<file path="src/rtl/bwc_pkg.sv">
package bwc_pkg;
    // Register addresses
    localparam logic [6:0] WD_CONFIG_ADDR   = 7'h03;
    localparam logic [6:0] XCVR_A_ADDR      = 7'h04;
    localparam logic [6:0] XCVR_B_ADDR      = 7'h05;
    localparam logic [6:0] WAKE_A_ADDR      = 7'h06;
    localparam logic [6:0] WAKE_B_ADDR      = 7'h07;
    localparam logic [6:0] WAKE_PULL_ADDR   = 7'h08;

    // Reset values
    localparam logic [7:0] WD_CONFIG_RST    = 8'h14;
    localparam logic [7:0] XCVR_A_RST       = 8'h20;
    localparam logic [7:0] XCVR_B_RST       = 8'h00;
    localparam logic [7:0] WAKE_A_RST       = 8'h00;
    localparam logic [7:0] WAKE_B_RST       = 8'h01;
    localparam logic [7:0] WAKE_PULL_RST    = 8'h00;

    // Writable bits
    localparam logic [7:0] WD_CONFIG_WMASK  = 8'h7F;
    localparam logic [7:0] XCVR_A_WMASK     = 8'hFB;
    localparam logic [7:0] XCVR_B_WMASK     = 8'h03;
    localparam logic [7:0] WAKE_A_WMASK     = 8'h44;
    localparam logic [7:0] WAKE_B_WMASK     = 8'h01;
    localparam logic [7:0] WAKE_PULL_WMASK  = 8'h03;

    // Field positions
    localparam int WD_STOP_DIS_WD_BIT   = 6;
    localparam int WD_WINDOW_BIT        = 5;
    localparam int WD_WAKE_BUS_BIT      = 4;
    localparam int WD_MAX3_BIT          = 3;
    localparam int WD_PERIOD_LSB        = 0;
    localparam int LIN_FLASH_BIT        = 7;
    localparam int LIN_LOW_SLOPE_BIT    = 6;
    localparam int LIN_TX_TO_BIT        = 5;
    localparam int LIN_A_MODE_LSB       = 3;
    localparam int CAN_MODE_LSB         = 0;
    localparam int LIN_B_MODE_LSB       = 0;
    localparam int TIMER_WAKE_BIT       = 6;
    localparam int WD_STOP_DIS_WK_BIT   = 2;
    localparam int WAKE_PIN_EN_BIT      = 0;
    localparam int WAKE_PULL_LSB        = 0;

    // Serial frame layout
    localparam logic [4:0] FRAME_BITS   = 5'd16;
    localparam logic [4:0] HEADER_BITS  = 5'd8;
    localparam int         FRAME_WR_BIT = 7;

    // Watchdog reset limit
    localparam logic [1:0] WD_RESET_LIMIT = 2'd3;

    // Watchdog periods in ms
    localparam logic [9:0] WD_PERIOD_0_MS = 10'd10;
    localparam logic [9:0] WD_PERIOD_1_MS = 10'd20;
    localparam logic [9:0] WD_PERIOD_2_MS = 10'd50;
    localparam logic [9:0] WD_PERIOD_3_MS = 10'd100;
    localparam logic [9:0] WD_PERIOD_4_MS = 10'd200;
    localparam logic [9:0] WD_PERIOD_5_MS = 10'd500;

    // Transceiver mode codes
    typedef enum logic [1:0] {
        BWC_XCVR_OFF     = 2'h0,
        BWC_XCVR_WAKE    = 2'h1,
        BWC_XCVR_RX_ONLY = 2'h2,
        BWC_XCVR_NORMAL  = 2'h3
    } bwc_xcvr_mode_t;

    // Wake pin pull codes
    typedef enum logic [1:0] {
        BWC_PULL_NONE = 2'h0,
        BWC_PULL_DOWN = 2'h1,
        BWC_PULL_UP   = 2'h2,
        BWC_PULL_AUTO = 2'h3
    } bwc_pull_t;
endpackage

</file>
<file path="src/rtl/bwc_serial_port.sv">
`timescale 1ns/1ps
module bwc_serial_port (
    input  wire logic       core_clk,
    input  wire logic       rst_n,
    input  wire logic       spi_sclk,
    input  wire logic       spi_csn_n,
    input  wire logic       spi_mosi,
    output logic            spi_miso,
    output logic            spi_miso_oe,
    input  wire logic [7:0] rd_data,
    output logic      [6:0] addr,
    output logic      [7:0] wr_data,
    output logic            wr_pulse
);
    logic [1:0]  sclk_sync;
    logic [1:0]  csn_sync;
    logic [1:0]  mosi_sync;
    logic        sclk_d;
    logic        csn_d;
    logic [4:0]  bit_cnt;
    logic [15:0] frame;
    logic        sclk_rise;
    logic        sclk_fall;
    logic        csn_rise;

    // Two-flop pin synchronisers
    always_ff @(posedge core_clk or negedge rst_n) begin
        if (!rst_n) begin
            sclk_sync <= 2'h0;
            csn_sync  <= 2'h3;
            mosi_sync <= 2'h0;
            sclk_d    <= 1'b0;
            csn_d     <= 1'b1;
        end else begin
            sclk_sync <= {sclk_sync[0], spi_sclk};
            csn_sync  <= {csn_sync[0], spi_csn_n};
            mosi_sync <= {mosi_sync[0], spi_mosi};
            sclk_d    <= sclk_sync[1];
            csn_d     <= csn_sync[1];
        end
    end

    assign sclk_rise = sclk_sync[1] & ~sclk_d & ~csn_sync[1];
    assign sclk_fall = ~sclk_sync[1] & sclk_d & ~csn_sync[1];
    assign csn_rise  = csn_sync[1] & ~csn_d;
    assign addr      = frame[6:0];

    // Shift in LSB first; count saturates
    always_ff @(posedge core_clk or negedge rst_n) begin
        if (!rst_n) begin
            bit_cnt <= 5'h00;
            frame   <= 16'h0000;
        end else if (csn_sync[1]) begin
            bit_cnt <= 5'h00;
        end else if (sclk_rise) begin
            if (bit_cnt < bwc_pkg::FRAME_BITS) begin
                frame[bit_cnt[3:0]] <= mosi_sync[1];
            end
            if (bit_cnt <= bwc_pkg::FRAME_BITS) begin
                bit_cnt <= bit_cnt + 5'h01;
            end
        end
    end

    // Read data after header, on falling edges
    always_ff @(posedge core_clk or negedge rst_n) begin
        if (!rst_n) begin
            spi_miso <= 1'b0;
        end else if (csn_sync[1]) begin
            spi_miso <= 1'b0;
        end else if (sclk_fall) begin
            if (bit_cnt >= bwc_pkg::HEADER_BITS &&
                bit_cnt < bwc_pkg::FRAME_BITS) begin
                spi_miso <= rd_data[bit_cnt[2:0]];
            end else begin
                spi_miso <= 1'b0;
            end
        end
    end

    assign spi_miso_oe = ~csn_sync[1];

    // Only exact 16-bit frames commit
    always_ff @(posedge core_clk or negedge rst_n) begin
        if (!rst_n) begin
            wr_pulse <= 1'b0;
            wr_data  <= 8'h00;
        end else begin
            wr_pulse <= csn_rise && bit_cnt == bwc_pkg::FRAME_BITS &&
                        frame[bwc_pkg::FRAME_WR_BIT];
            wr_data  <= frame[15:8];
        end
    end
endmodule

</file>
<file path="src/rtl/bwc_regs.sv">
`timescale 1ns/1ps
// Operation
// RULE_01: Limit bit: no watchdog reset after three in a row.
// RULE_02: Period codes 0-5 pick 10 to 500 ms; 6, 7 invalid.
// RULE_03: Flash bit turns LIN slope control off.
// RULE_04: Slope bit one picks low slope.
// RULE_05: Time-out bit enables LIN transmit supervision.
// RULE_06: First LIN mode: off, wake, rx-only, normal.
// RULE_07: Second LIN mode: off, wake, rx-only, normal.
// RULE_08: CAN mode: off, wake, rx-only, normal.
// RULE_09: CAN normal runs wake capable in Stop or Sleep.
// RULE_10: LIN normal runs wake capable in Stop or Sleep.
// RULE_11: Stored bits unchanged; normal resumes afterwards.
// RULE_12: Host sets receive-only itself before Stop.
// RULE_13: Host sets CAN wake or off before Sleep.
// RULE_14: Timer wake bit enables periodic timer wake.
// RULE_15: Stop-disable bit halts watchdog in Stop.
// RULE_16: Wake pin enable resets to one.
// RULE_17: Pull field: none, down, up, automatic.
// RULE_18: Reserved bits read zero.
// RULE_19: First transceiver register resets to 0x20.
// RULE_20: Reserved-position writes dropped.
module bwc_regs (
    input  wire logic       core_clk,
    input  wire logic       rst_n,
    input  wire logic       soft_rst,
    input  wire logic       spi_sclk,
    input  wire logic       spi_csn_n,
    input  wire logic       spi_mosi,
    output logic            spi_miso,
    output logic            spi_miso_oe,
    input  wire logic       stop_mode,
    input  wire logic       sleep_mode,
    input  wire logic       wd_fail,
    input  wire logic       wd_serviced,
    output logic            wd_reset_req,
    output logic      [9:0] wd_period_ms,
    output logic            wd_period_valid,
    output logic            wd_window_en,
    output logic            wd_wake_bus_en,
    output logic            wd_run_in_stop,
    output logic      [1:0] can_mode,
    output logic      [1:0] lin_a_mode,
    output logic      [1:0] lin_b_mode,
    output logic            lin_slope_ctrl_off,
    output logic            lin_low_slope_sel,
    output logic            lin_tx_timeout_en,
    output logic            periodic_timer_wake_en,
    output logic            wake_pin_en,
    output logic      [1:0] wake_pin_pull_sel
);
    logic [7:0] watchdog_config;
    logic [7:0] transceiver_mode_ctrl_a;
    logic [7:0] transceiver_mode_ctrl_b;
    logic [7:0] wake_source_ctrl_a;
    logic [7:0] wake_source_ctrl_b;
    logic [7:0] wake_pin_pull_ctrl;
    logic [6:0] addr;
    logic [7:0] wr_data;
    logic       wr_pulse;
    logic [7:0] rd_data;
    logic       low_power;
    logic       wd_stop_disable;
    logic       wd_parity_ok;
    logic [1:0] wd_reset_cnt;

    // Normal runs as wake capable in low power
    function automatic logic [1:0] bwc_eff_mode(input logic [1:0] stored,
                                                input logic       lp);
        if (lp && stored == bwc_pkg::BWC_XCVR_NORMAL) begin
            return bwc_pkg::BWC_XCVR_WAKE;
        end
        return stored;
    endfunction

    bwc_serial_port u_port (
        .core_clk    (core_clk),
        .rst_n       (rst_n),
        .spi_sclk    (spi_sclk),
        .spi_csn_n   (spi_csn_n),
        .spi_mosi    (spi_mosi),
        .spi_miso    (spi_miso),
        .spi_miso_oe (spi_miso_oe),
        .rd_data     (rd_data),
        .addr        (addr),
        .wr_data     (wr_data),
        .wr_pulse    (wr_pulse)
    );

    // Odd-parity config bytes are ignored
    assign wd_parity_ok = ~^wr_data;
    // One stop-disable bit, two mirrors
    assign wd_stop_disable = watchdog_config[bwc_pkg::WD_STOP_DIS_WD_BIT];

    // Watchdog config; either mirror moves bit 6
    always_ff @(posedge core_clk or negedge rst_n) begin
        if (!rst_n) begin
            watchdog_config <= bwc_pkg::WD_CONFIG_RST;
        end else if (soft_rst) begin
            watchdog_config <= bwc_pkg::WD_CONFIG_RST;
        end else if (wr_pulse) begin
            if (addr == bwc_pkg::WD_CONFIG_ADDR && wd_parity_ok) begin
                watchdog_config <= wr_data & bwc_pkg::WD_CONFIG_WMASK;
            end else if (addr == bwc_pkg::WAKE_A_ADDR) begin
                watchdog_config[bwc_pkg::WD_STOP_DIS_WD_BIT] <=
                    wr_data[bwc_pkg::WD_STOP_DIS_WK_BIT]; // RULE_15
            end
        end
    end

    // Transceiver registers, reserved bits masked
    always_ff @(posedge core_clk or negedge rst_n) begin
        if (!rst_n) begin
            transceiver_mode_ctrl_a <= bwc_pkg::XCVR_A_RST; // RULE_19
            transceiver_mode_ctrl_b <= bwc_pkg::XCVR_B_RST;
        end else if (soft_rst) begin
            transceiver_mode_ctrl_a <= bwc_pkg::XCVR_A_RST; // RULE_19
            transceiver_mode_ctrl_b <= bwc_pkg::XCVR_B_RST;
        end else if (wr_pulse) begin
            if (addr == bwc_pkg::XCVR_A_ADDR) begin
                transceiver_mode_ctrl_a <=
                    wr_data & bwc_pkg::XCVR_A_WMASK; // RULE_20
            end
            if (addr == bwc_pkg::XCVR_B_ADDR) begin
                transceiver_mode_ctrl_b <=
                    wr_data & bwc_pkg::XCVR_B_WMASK; // RULE_20
            end
        end
    end

    // Wake source and pull registers
    always_ff @(posedge core_clk or negedge rst_n) begin
        if (!rst_n) begin
            wake_source_ctrl_a <= bwc_pkg::WAKE_A_RST;
            wake_source_ctrl_b <= bwc_pkg::WAKE_B_RST; // RULE_16
            wake_pin_pull_ctrl <= bwc_pkg::WAKE_PULL_RST;
        end else if (soft_rst) begin
            wake_source_ctrl_a <= bwc_pkg::WAKE_A_RST;
            wake_source_ctrl_b <= bwc_pkg::WAKE_B_RST; // RULE_16
            wake_pin_pull_ctrl <= bwc_pkg::WAKE_PULL_RST;
        end else if (wr_pulse) begin
            if (addr == bwc_pkg::WAKE_A_ADDR) begin
                wake_source_ctrl_a <=
                    wr_data & bwc_pkg::WAKE_A_WMASK; // RULE_20
            end
            if (addr == bwc_pkg::WAKE_B_ADDR) begin
                wake_source_ctrl_b <=
                    wr_data & bwc_pkg::WAKE_B_WMASK; // RULE_20
            end
            if (addr == bwc_pkg::WAKE_PULL_ADDR) begin
                wake_pin_pull_ctrl <=
                    wr_data & bwc_pkg::WAKE_PULL_WMASK; // RULE_20
            end
        end
    end

    // Read mux; unmapped read zero
    always_comb begin
        rd_data = 8'h00;
        unique case (addr)
            bwc_pkg::WD_CONFIG_ADDR:  rd_data = watchdog_config;
            bwc_pkg::XCVR_A_ADDR:     rd_data = transceiver_mode_ctrl_a;
            bwc_pkg::XCVR_B_ADDR:     rd_data = transceiver_mode_ctrl_b;
            bwc_pkg::WAKE_A_ADDR: begin
                rd_data = wake_source_ctrl_a & bwc_pkg::WAKE_A_WMASK;
                rd_data[bwc_pkg::WD_STOP_DIS_WK_BIT] = wd_stop_disable;
            end
            bwc_pkg::WAKE_B_ADDR:     rd_data = wake_source_ctrl_b;
            bwc_pkg::WAKE_PULL_ADDR:  rd_data = wake_pin_pull_ctrl; // RULE_18
            default:                  rd_data = 8'h00;
        endcase
    end

    // Reset limiter; a service rearms it
    always_ff @(posedge core_clk or negedge rst_n) begin
        if (!rst_n) begin
            wd_reset_cnt <= 2'h0;
            wd_reset_req <= 1'b0;
        end else begin
            wd_reset_req <= 1'b0;
            if (wd_serviced) begin
                wd_reset_cnt <= 2'h0;
            end else if (wd_fail) begin
                if (!watchdog_config[bwc_pkg::WD_MAX3_BIT] ||
                    wd_reset_cnt < bwc_pkg::WD_RESET_LIMIT) begin
                    wd_reset_req <= 1'b1; // RULE_01
                end
                if (wd_reset_cnt < bwc_pkg::WD_RESET_LIMIT) begin
                    wd_reset_cnt <= wd_reset_cnt + 2'h1; // RULE_01
                end
            end
        end
    end

    assign low_power = stop_mode | sleep_mode;

    // Watchdog controls; codes 6, 7 invalid
    always_ff @(posedge core_clk or negedge rst_n) begin
        if (!rst_n) begin
            wd_period_ms    <= 10'h000;
            wd_period_valid <= 1'b0;
            wd_window_en    <= 1'b0;
            wd_wake_bus_en  <= 1'b0;
            wd_run_in_stop  <= 1'b1;
        end else begin
            wd_period_valid <= 1'b1;
            unique case (watchdog_config[2:0]) // RULE_02
                3'h0:    wd_period_ms <= bwc_pkg::WD_PERIOD_0_MS;
                3'h1:    wd_period_ms <= bwc_pkg::WD_PERIOD_1_MS;
                3'h2:    wd_period_ms <= bwc_pkg::WD_PERIOD_2_MS;
                3'h3:    wd_period_ms <= bwc_pkg::WD_PERIOD_3_MS;
                3'h4:    wd_period_ms <= bwc_pkg::WD_PERIOD_4_MS;
                3'h5:    wd_period_ms <= bwc_pkg::WD_PERIOD_5_MS;
                default: begin
                    wd_period_ms    <= 10'h000;
                    wd_period_valid <= 1'b0;
                end
            endcase
            wd_window_en   <= watchdog_config[bwc_pkg::WD_WINDOW_BIT];
            wd_wake_bus_en <= watchdog_config[bwc_pkg::WD_WAKE_BUS_BIT];
            wd_run_in_stop <= ~wd_stop_disable; // RULE_15
        end
    end

    // Effective modes; stored bits untouched
    always_ff @(posedge core_clk or negedge rst_n) begin
        if (!rst_n) begin
            can_mode   <= bwc_pkg::BWC_XCVR_OFF;
            lin_a_mode <= bwc_pkg::BWC_XCVR_OFF;
            lin_b_mode <= bwc_pkg::BWC_XCVR_OFF;
        end else begin
            can_mode   <= bwc_eff_mode(
                transceiver_mode_ctrl_a[bwc_pkg::CAN_MODE_LSB +: 2],
                low_power); // RULE_08 RULE_09 RULE_11
            lin_a_mode <= bwc_eff_mode(
                transceiver_mode_ctrl_a[bwc_pkg::LIN_A_MODE_LSB +: 2],
                low_power); // RULE_06 RULE_10 RULE_11
            lin_b_mode <= bwc_eff_mode(
                transceiver_mode_ctrl_b[bwc_pkg::LIN_B_MODE_LSB +: 2],
                low_power); // RULE_07 RULE_10 RULE_11
        end
    end

    // LIN options, wake sources, pull
    always_ff @(posedge core_clk or negedge rst_n) begin
        if (!rst_n) begin
            lin_slope_ctrl_off     <= 1'b0;
            lin_low_slope_sel      <= 1'b0;
            lin_tx_timeout_en      <= 1'b0;
            periodic_timer_wake_en <= 1'b0;
            wake_pin_en            <= 1'b0;
            wake_pin_pull_sel      <= bwc_pkg::BWC_PULL_NONE;
        end else begin
            lin_slope_ctrl_off <=
                transceiver_mode_ctrl_a[bwc_pkg::LIN_FLASH_BIT]; // RULE_03
            lin_low_slope_sel <=
                transceiver_mode_ctrl_a[bwc_pkg::LIN_LOW_SLOPE_BIT]; // RULE_04
            lin_tx_timeout_en <=
                transceiver_mode_ctrl_a[bwc_pkg::LIN_TX_TO_BIT]; // RULE_05
            periodic_timer_wake_en <=
                wake_source_ctrl_a[bwc_pkg::TIMER_WAKE_BIT]; // RULE_14
            wake_pin_en <=
                wake_source_ctrl_b[bwc_pkg::WAKE_PIN_EN_BIT]; // RULE_16
            wake_pin_pull_sel <=
                wake_pin_pull_ctrl[bwc_pkg::WAKE_PULL_LSB +: 2]; // RULE_17
        end
    end
endmodule

</file>
<file path="config.mk">
export PLATFORM = sky130hd
export DESIGN_NAME = bwc_regs
export DESIGN_NICKNAME = d
export VERILOG_FILES = /design/src/rtl/bwc_pkg.sv /design/src/rtl/bwc_serial_port.sv /design/src/rtl/bwc_regs.sv
export SDC_FILE = /design/constraint.sdc
export NUM_CORES = 1
export LEC_CHECK = 0
export BUFFER_PORTS_ARGS = -buffer_cell sky130_fd_sc_hd__buf_2
export CORE_UTILIZATION = 40
export DETAILED_ROUTE_END_ITERATION = 8
export PLACE_DENSITY_LB_ADDON = 0.25
export SYNTH_ARGS = -nofsm -noshare
export SYNTH_HDL_FRONTEND = slang
export SYNTH_SLANG_ARGS = --single-unit
</file>
<file path="constraint.sdc">
create_clock -name core_clk -period 1.72 [get_ports core_clk]
set_input_delay 0.516 -clock core_clk [delete_from_list [all_inputs] [get_ports core_clk]]
set_output_delay 0.516 -clock core_clk [all_outputs]
set_load 0.02 [all_outputs]
</file>
==> results.py, run 1 <==
metrics = {
    "run_status": {
        "status": "complete, but fails checks",
        "violations": "design-rule violations",
    },
    "logic_synthesis": {
        "seq_area_frac_synth": 0.592,
        "yosysWarningCount": 0,
        "ys.flop_type": "dfrtp_1",
        "synthArstFlopShare": 1.00,
        "synth-seq-cells": 87,
        "synth.avg_cell_area_um2": 11.9,
        "synth_edf_count": 0,
        "syn-cell-area_mm2": 0.00370,
        "netlist_instances": 311,
        "synth_cell_types": 55,
    },
    "route": {
        "drt_wl_total_mm": 7.79,
        "wl_per_cell_um": 16.2,
        "first_pass_iters": 6,
        "drtAntennaViolNets": 0,
        "drcViolationCount": 8,
        "vias": 2507,
        "first_iter_violations": 105,
        "vias_per_cell": 5.20,
    },
    "timing": {
        "fin_crit_sh": 0.972,
        "setup_tns_ps": 0,
        "finalHoldViolCount": 0,
        "hold_slack_ps": 39.1,
        "layout_min_cycle_time_ps": 1670,
        "setup_ws_ps": 48.7,
        "rsz0062_at_grt": "true",
        "finClkSkew_ps": 9.82,
        "maxSlewViolCount": 0,
        "setup_violations": 0,
        "max_freq_mhz": 598,
    },
    "clock_network": {
        "cts-root-buf": "clkbuf_8",
        "hold_buffers": 0,
        "numCtsBuffers": 9,
        "clk_latency_ps": 350,
        "path_clk_slew_ps": 90,
        "cts_max_level": 3,
        "cts.sinks": 87,
        "cts_tree": "yes",
        "clockBufferDepth": 2,
    },
    "setup_path": {
        "cp_data_required_time_ps": 1200,
        "arrival_ps": 1160,
        "critPathKind": "register to output port",
        "cp-end-kind": "output port",
        "cp-start-kind": "register",
        "worst-path-max-fanout": 4,
    },
    "grt": {
        "grt_pass1_vias": 2538,
        "grt_pass1_wl_mm": 13.0,
        "grt_usage": 0.176,
        "antenna_found_initial": 0,
        "grt_overflow_total": 0,
        "grt_start_max_net_pins": 38,
    },
    "floorplan": {
        "start_util": 0.418,
        "die_area_mm2": 0.00963,
        "io_pins": 40,
        "die_x_um": 98.1,
        "core_region_area_mm2": 0.00885,
        "rows": 34,
        "dieHeight_um": 98.1,
    },
    "final_layout": {
        "diodes": 0,
        "area_growth_pct": 19.4,
        "drive_gt1_frac": 0.334,
        "design_area_mm2": 0.00441,
        "nNetsFinal": 384,
    },
    "placed_design": {
        "port_buffers": 37,
        "placed_area_mm2": 0.00414,
        "dp_hpwl_mm": 5.64,
        "dp_slack_ps": -74.7,
        "place_congestion": 0.861,
    },
    "job": {
        "maxCapViolCount": 0,
    },
    "power": {
        "p_leak_nw": 2.12,
        "vdd_ir_drop_max_mv": 0.325,
        "power_density_mw_per_mm2": 871,
    },
    "min_path": {
        "hp-class": "input port to async pin",
    },
}
==> final timing paths <==
path / to / cells past startpoint / start / slack [ps]
worst max-delay path: spi_miso_oe / 2 / u_port.csn_sync[1] / 50
worst min-delay path: lin_b_mode[1] / 1 / rst_n / 40
worst max register to register: u_port.bit_cnt[3] / 5 / u_port.bit_cnt[0] / 60
worst min register to register: u_port.mosi_sync[1] / 0 / u_port.mosi_sync[0] / 360
max in group asynchronous: watchdog_config[4] / 2 / rst_n / 1130
min in group core_clk: u_port.csn_sync[0] / 1 / spi_csn_n / 250
==> layout by cell type (no fill, tap or decap), types with 2 or more instances in the layout <==
cell | Yosys | routed
nor2_1 | 23 | 23
a22oi_1 | 2 | 2
nor3_1 | 4 | 3
buf_12 | 0 | 2
or2_2 | 3 | 3
dfrtp_2 | 0 | 3
o2111ai_1 | 2 | 2
mux2i_1 | 15 | 15
nand2_1 | 23 | 23
o21ai_0 | 8 | 8
xnor2_2 | 1 | 3
xnor2_1 | 8 | 6
a21oi_1 | 11 | 11
clkbuf_8 | 0 | 9
dfstp_2 | 8 | 8
nand4_1 | 4 | 4
nand3_1 | 18 | 18
inv_1 | 6 | 6
mux2_2 | 18 | 18
a32oi_1 | 2 | 2
nor2b_1 | 7 | 7
dfrtp_1 | 79 | 76
nand2b_1 | 6 | 6
a41oi_1 | 2 | 2
a21boi_0 | 3 | 3
conb_1 | 1 | 2
a31oi_1 | 2 | 2
buf_4 | 2 | 25
and4b_1 | 2 | 2
ha_1 | 5 | 5
buf_2 | 4 | 36
clkbuf_1 | 10 | 3
clkinv_2 | 0 | 2
and2_1 | 6 | 6
==> repair_timing <==
item | CTS | global route
pin swaps | 0 | 6
resized for setup | 3 | 11
buffers inserted | 2 | 2
setup endpoints to repair | 2 | 4
==> metal layers <==
layer,part of all wire,track usage,up-vias
li1,-,-,1205
met1,0.47,0.235,1226
met2,0.47,0.281,62
met3,0.041,0.0344,14
met4,0.024,0.0734,0
met5,0,0,-
==> power by group <==
| group | switching, mW | leakage [nW] | internal [mW] |
|---|---|---|---|
| sequential | 0.0697 | 1.13 | 2.08 |
| combinational | 0.191 | 0.903 | 0.139 |
| clock | 0.691 | 0.0904 | 0.669 |
| total | 0.951 | 2.12 | 2.89 |
==> cell usage after synthesis, types with 7 or more instances <==
master | count | area (µm²)
a21oi_1 | 11 | 55.1
clkbuf_1 | 10 | 37.5
dfrtp_1 | 79 | 1980
dfstp_2 | 8 | 210
mux2_2 | 18 | 203
mux2i_1 | 15 | 150
nand2_1 | 23 | 86.3
nand3_1 | 18 | 90.1
nor2_1 | 23 | 86.3
nor2b_1 | 7 | 43.8
o21ai_0 | 8 | 40.0
xnor2_1 | 8 | 70.1
==> stage by stage <==
| step | power, mW | instances | util |
|---|---|---|---|
| after floorplan | 2.36 | 312 | - |
| final | 3.84 | 482 | 0.499 |
| after CTS | 3.88 | 480 | 0.491 |
| after global routing | 4.00 | 482 | 0.499 |
| after detailed placement | 2.50 | 462 | 0.468 |
| after global placement | 2.50 | 462 | 0.468 |
==> flip-flops by register name (all words and copies together) (netlist names), 2 cells and up <==
name                     cells
u_port.frame                16
u_port.wr_data               8
wd_period_ms                 8
transceiver_mode_ctrl_a      7
watchdog_config              7
u_port.bit_cnt               5
can_mode                     2
lin_a_mode                   2
lin_b_mode                   2
transceiver_mode_ctrl_b      2
u_port.csn_sync              2
u_port.mosi_sync             2
u_port.sclk_sync             2
wake_pin_pull_ctrl           2
wake_pin_pull_sel            2
wd_reset_cnt                 2
==> cell families (layout without fill, tap and decap cells) <==
logic type	count (synthesis)	in the layout	share of synthesized area
other	1	2	0.00101
buffers and inverters	24	86	0.0278
XOR/XNOR	11	11	0.0301
multiplexers	33	33	0.0955
flip-flops	87	87	0.592
AO/OA/AOI/OAI	44	44	0.0813
adder cells (fa/ha/maj)	5	5	0.0169
AND/OR/NAND/NOR	106	106	0.156
==> worst max-delay path, stage by stage, from the launching register on <==
cell and delay, ps:
dfstp_2 580, inv_1 70, buf_2 160
==> final cells by class <==
| cell class | instances | area [µm²] |
|---|---|---|
| tap | 108 | 135 |
| multi-input combinational | 201 | 1460 |
| fill | 797 | 4430 |
| clock inverter | 4 | 47.5 |
| clock buffer | 12 | 135 |
| timing repair buffer | 64 | 419 |
| inverter | 6 | 22.5 |
| sequential | 87 | 2190 |
(Power assumes the default switching activity.)
==> run 2, diff against run 1 <==
--- a/config.mk
+++ b/config.mk
@@ -9,6 +9,7 @@
 export CORE_UTILIZATION = 40
 export DETAILED_ROUTE_END_ITERATION = 8
 export PLACE_DENSITY_LB_ADDON = 0.25
+export RECOVER_POWER = 25
 export SYNTH_ARGS = -nofsm -noshare
 export SYNTH_HDL_FRONTEND = slang
 export SYNTH_SLANG_ARGS = --single-unit
==> run 2 against run 1 <==
Compared with the run above:
- the flow still finishes with violations (design-rule violations)
- sequential share of layout area about the same
- worst setup slack lost 3.3 ps
- count of clock-buffer cells in the layout is the same
- clock power barely moved
- combinational power about the same
- register-to-register slack about the same
- via count rose by 0.28%
- critical endpoint unchanged
- largest power group unchanged
- highest routed layer unchanged
==> results.py, run 2 (synthesis results as in run 1) <==
metrics = {
    "clock_network": {
        "cts_tree": "yes",
        "cts-root-buf": "clkbuf_8",
        "path_clk_slew_ps": 90,
        "cts.sinks": 87,
        "clk_latency_ps": 360,
        "hold_buffers": 0,
        "clockBufferDepth": 2,
        "cts_max_level": 3,
        "numCtsBuffers": 9,
    },
    "floorplan": {
        "die_area_mm2": 0.00963,
        "dieHeight_um": 98.1,
        "rows": 34,
        "core_region_area_mm2": 0.00885,
        "start_util": 0.418,
        "io_pins": 40,
        "die_x_um": 98.1,
    },
    "placed_design": {
        "place_congestion": 0.861,
        "port_buffers": 37,
        "dp_hpwl_mm": 5.64,
        "post-place-cells": 462,
    },
    "min_path": {
        "hp-class": "input port to register",
    },
    "power": {
        "power_density_mw_per_mm2": 872,
        "vdd_ir_drop_max_mv": 0.325,
        "totalPowerFinal_mw": 3.84,
        "p_leak_nw": 2.12,
    },
    "setup_path": {
        "crit_path_cell_trace": "inv_1 > buf_2",
        "cp_data_required_time_ps": 1200,
        "cp-start-kind": "register",
        "critPathKind": "register to output port",
        "cp-end-kind": "output port",
        "worst-path-max-fanout": 4,
        "critPathMaxStageDelay_ps": 580,
        "critPathSlowestCell": "dfstp_2",
        "arrival_ps": 1160,
    },
    "route": {
        "vias_per_cell": 5.22,
        "drcViolationCount": 8,
        "drtAntennaViolNets": 0,
        "wl_per_cell_um": 16.1,
        "first_iter_violations": 105,
        "first_pass_iters": 6,
        "drt_wl_total_mm": 7.78,
        "vias": 2514,
    },
    "final_layout": {
        "area_growth_pct": 19.3,
        "nFillCells": 799,
        "nNetsFinal": 384,
        "final_common_cell": "dfrtp_1",
        "largest_reg_flops": 16,
        "diodes": 0,
        "fin_cells": 482,
        "drive_gt1_frac": 0.332,
        "most-common-layout-cells": "76 x dfrtp_1, 36 x buf_2, 24 x buf_4",
        "reg_top3": "u_port.frame (16), u_port.wr_data (8), wd_period_ms (8)",
        "top_register": "u_port.frame",
    },
    "timing": {
        "rsz0062_at_grt": "true",
        "setup_violations": 0,
        "layout_min_cycle_time_ps": 1670,
        "fin_crit_sh": 0.974,
        "maxSlewViolCount": 0,
        "maxSlewHeadroom": 0.185,
        "finClkSkew_ps": 9.59,
        "finalHoldViolCount": 0,
        "hold_slack_ps": 248,
        "worst_slew_pin_slew_ps": 1220,
        "setup_tns_ps": 0,
        "max_freq_mhz": 597,
    },
    "run_status": {
        "violations": "design-rule violations",
        "status": "complete, but fails checks",
    },
    "grt": {
        "antenna_found_initial": 0,
        "grt_pass1_wl_mm": 13.0,
        "grt_pass1_vias": 2538,
        "grt_overflow_total": 0,
        "grt_start_max_net_pins": 38,
        "grt_usage": 0.176,
    },
    "job": {
        "maxCapViolCount": 0,
    },
}
==> run 2: where the power goes <==
group,internal (mW),switching (mW),leakage [nW]
combinational,0.138,0.190,0.899
sequential,2.08,0.0694,1.13
clock,0.669,0.694,0.0904
total,2.89,0.954,2.12
==> run 2: worst max-delay path: cells and delay by family (launching register included) <==
kind                   cells  cell delay (ps)
flip-flops                 1              580
buffers and inverters      2              230
==> run 2: repair_timing <==
action | 4_1_cts | 5_1_grt
resized for setup | 3 | 11
setup buffers | 2 | 2
setup endpoints to repair | 2 | 4
pin swaps | 0 | 6
==> run 2: path summary, 6_finish.rpt <==
check / start / endpoint / slack, ps / cells after the start
worst max register to register: u_port.bit_cnt[0] / u_port.bit_cnt[3] / 60 / 5
min in group asynchronous: rst_n / lin_b_mode[1] / 390 / 1
worst max-delay path: u_port.csn_sync[1] / spi_miso_oe / 50 / 2
max in group asynchronous: rst_n / watchdog_config[4] / 470 / 2
worst min-delay path: spi_csn_n / u_port.csn_sync[0] / 250 / 1
worst min register to register: u_port.mosi_sync[0] / u_port.mosi_sync[1] / 360 / 0
==> run 2: cell type report <==
cell class	count	area [µm²]	share of cell area
repair buffers	64	415	0.0942
clock inverters	4	47.5	0.0108
well taps	108	135	0.0306
clock buffers	12	135	0.0306
inverters	6	22.5	0.00511
multi-input cells	201	1460	0.332
flip-flops and latches	87	2190	0.497
==> run 2: metal layers <==
| metal | share of wire | GRT usage |
|---|---|---|
| met3 | 0.043 | 0.0344 |
| met1 | 0.47 | 0.235 |
| met4 | 0.024 | 0.0734 |
| met5 | 0 | 0 |
| met2 | 0.47 | 0.281 |
==> run 2: per-stage QoR <==
step	cell area, µm²	utilization	worst slack, ps
after global routing	4410	0.498	-25.2
after CTS	4350	0.491	4.97
final	4410	0.498	45.3
after detailed placement	4140	0.468	-74.7
after global placement	4140	0.468	-58.4
after floorplan	3700	-	98.1
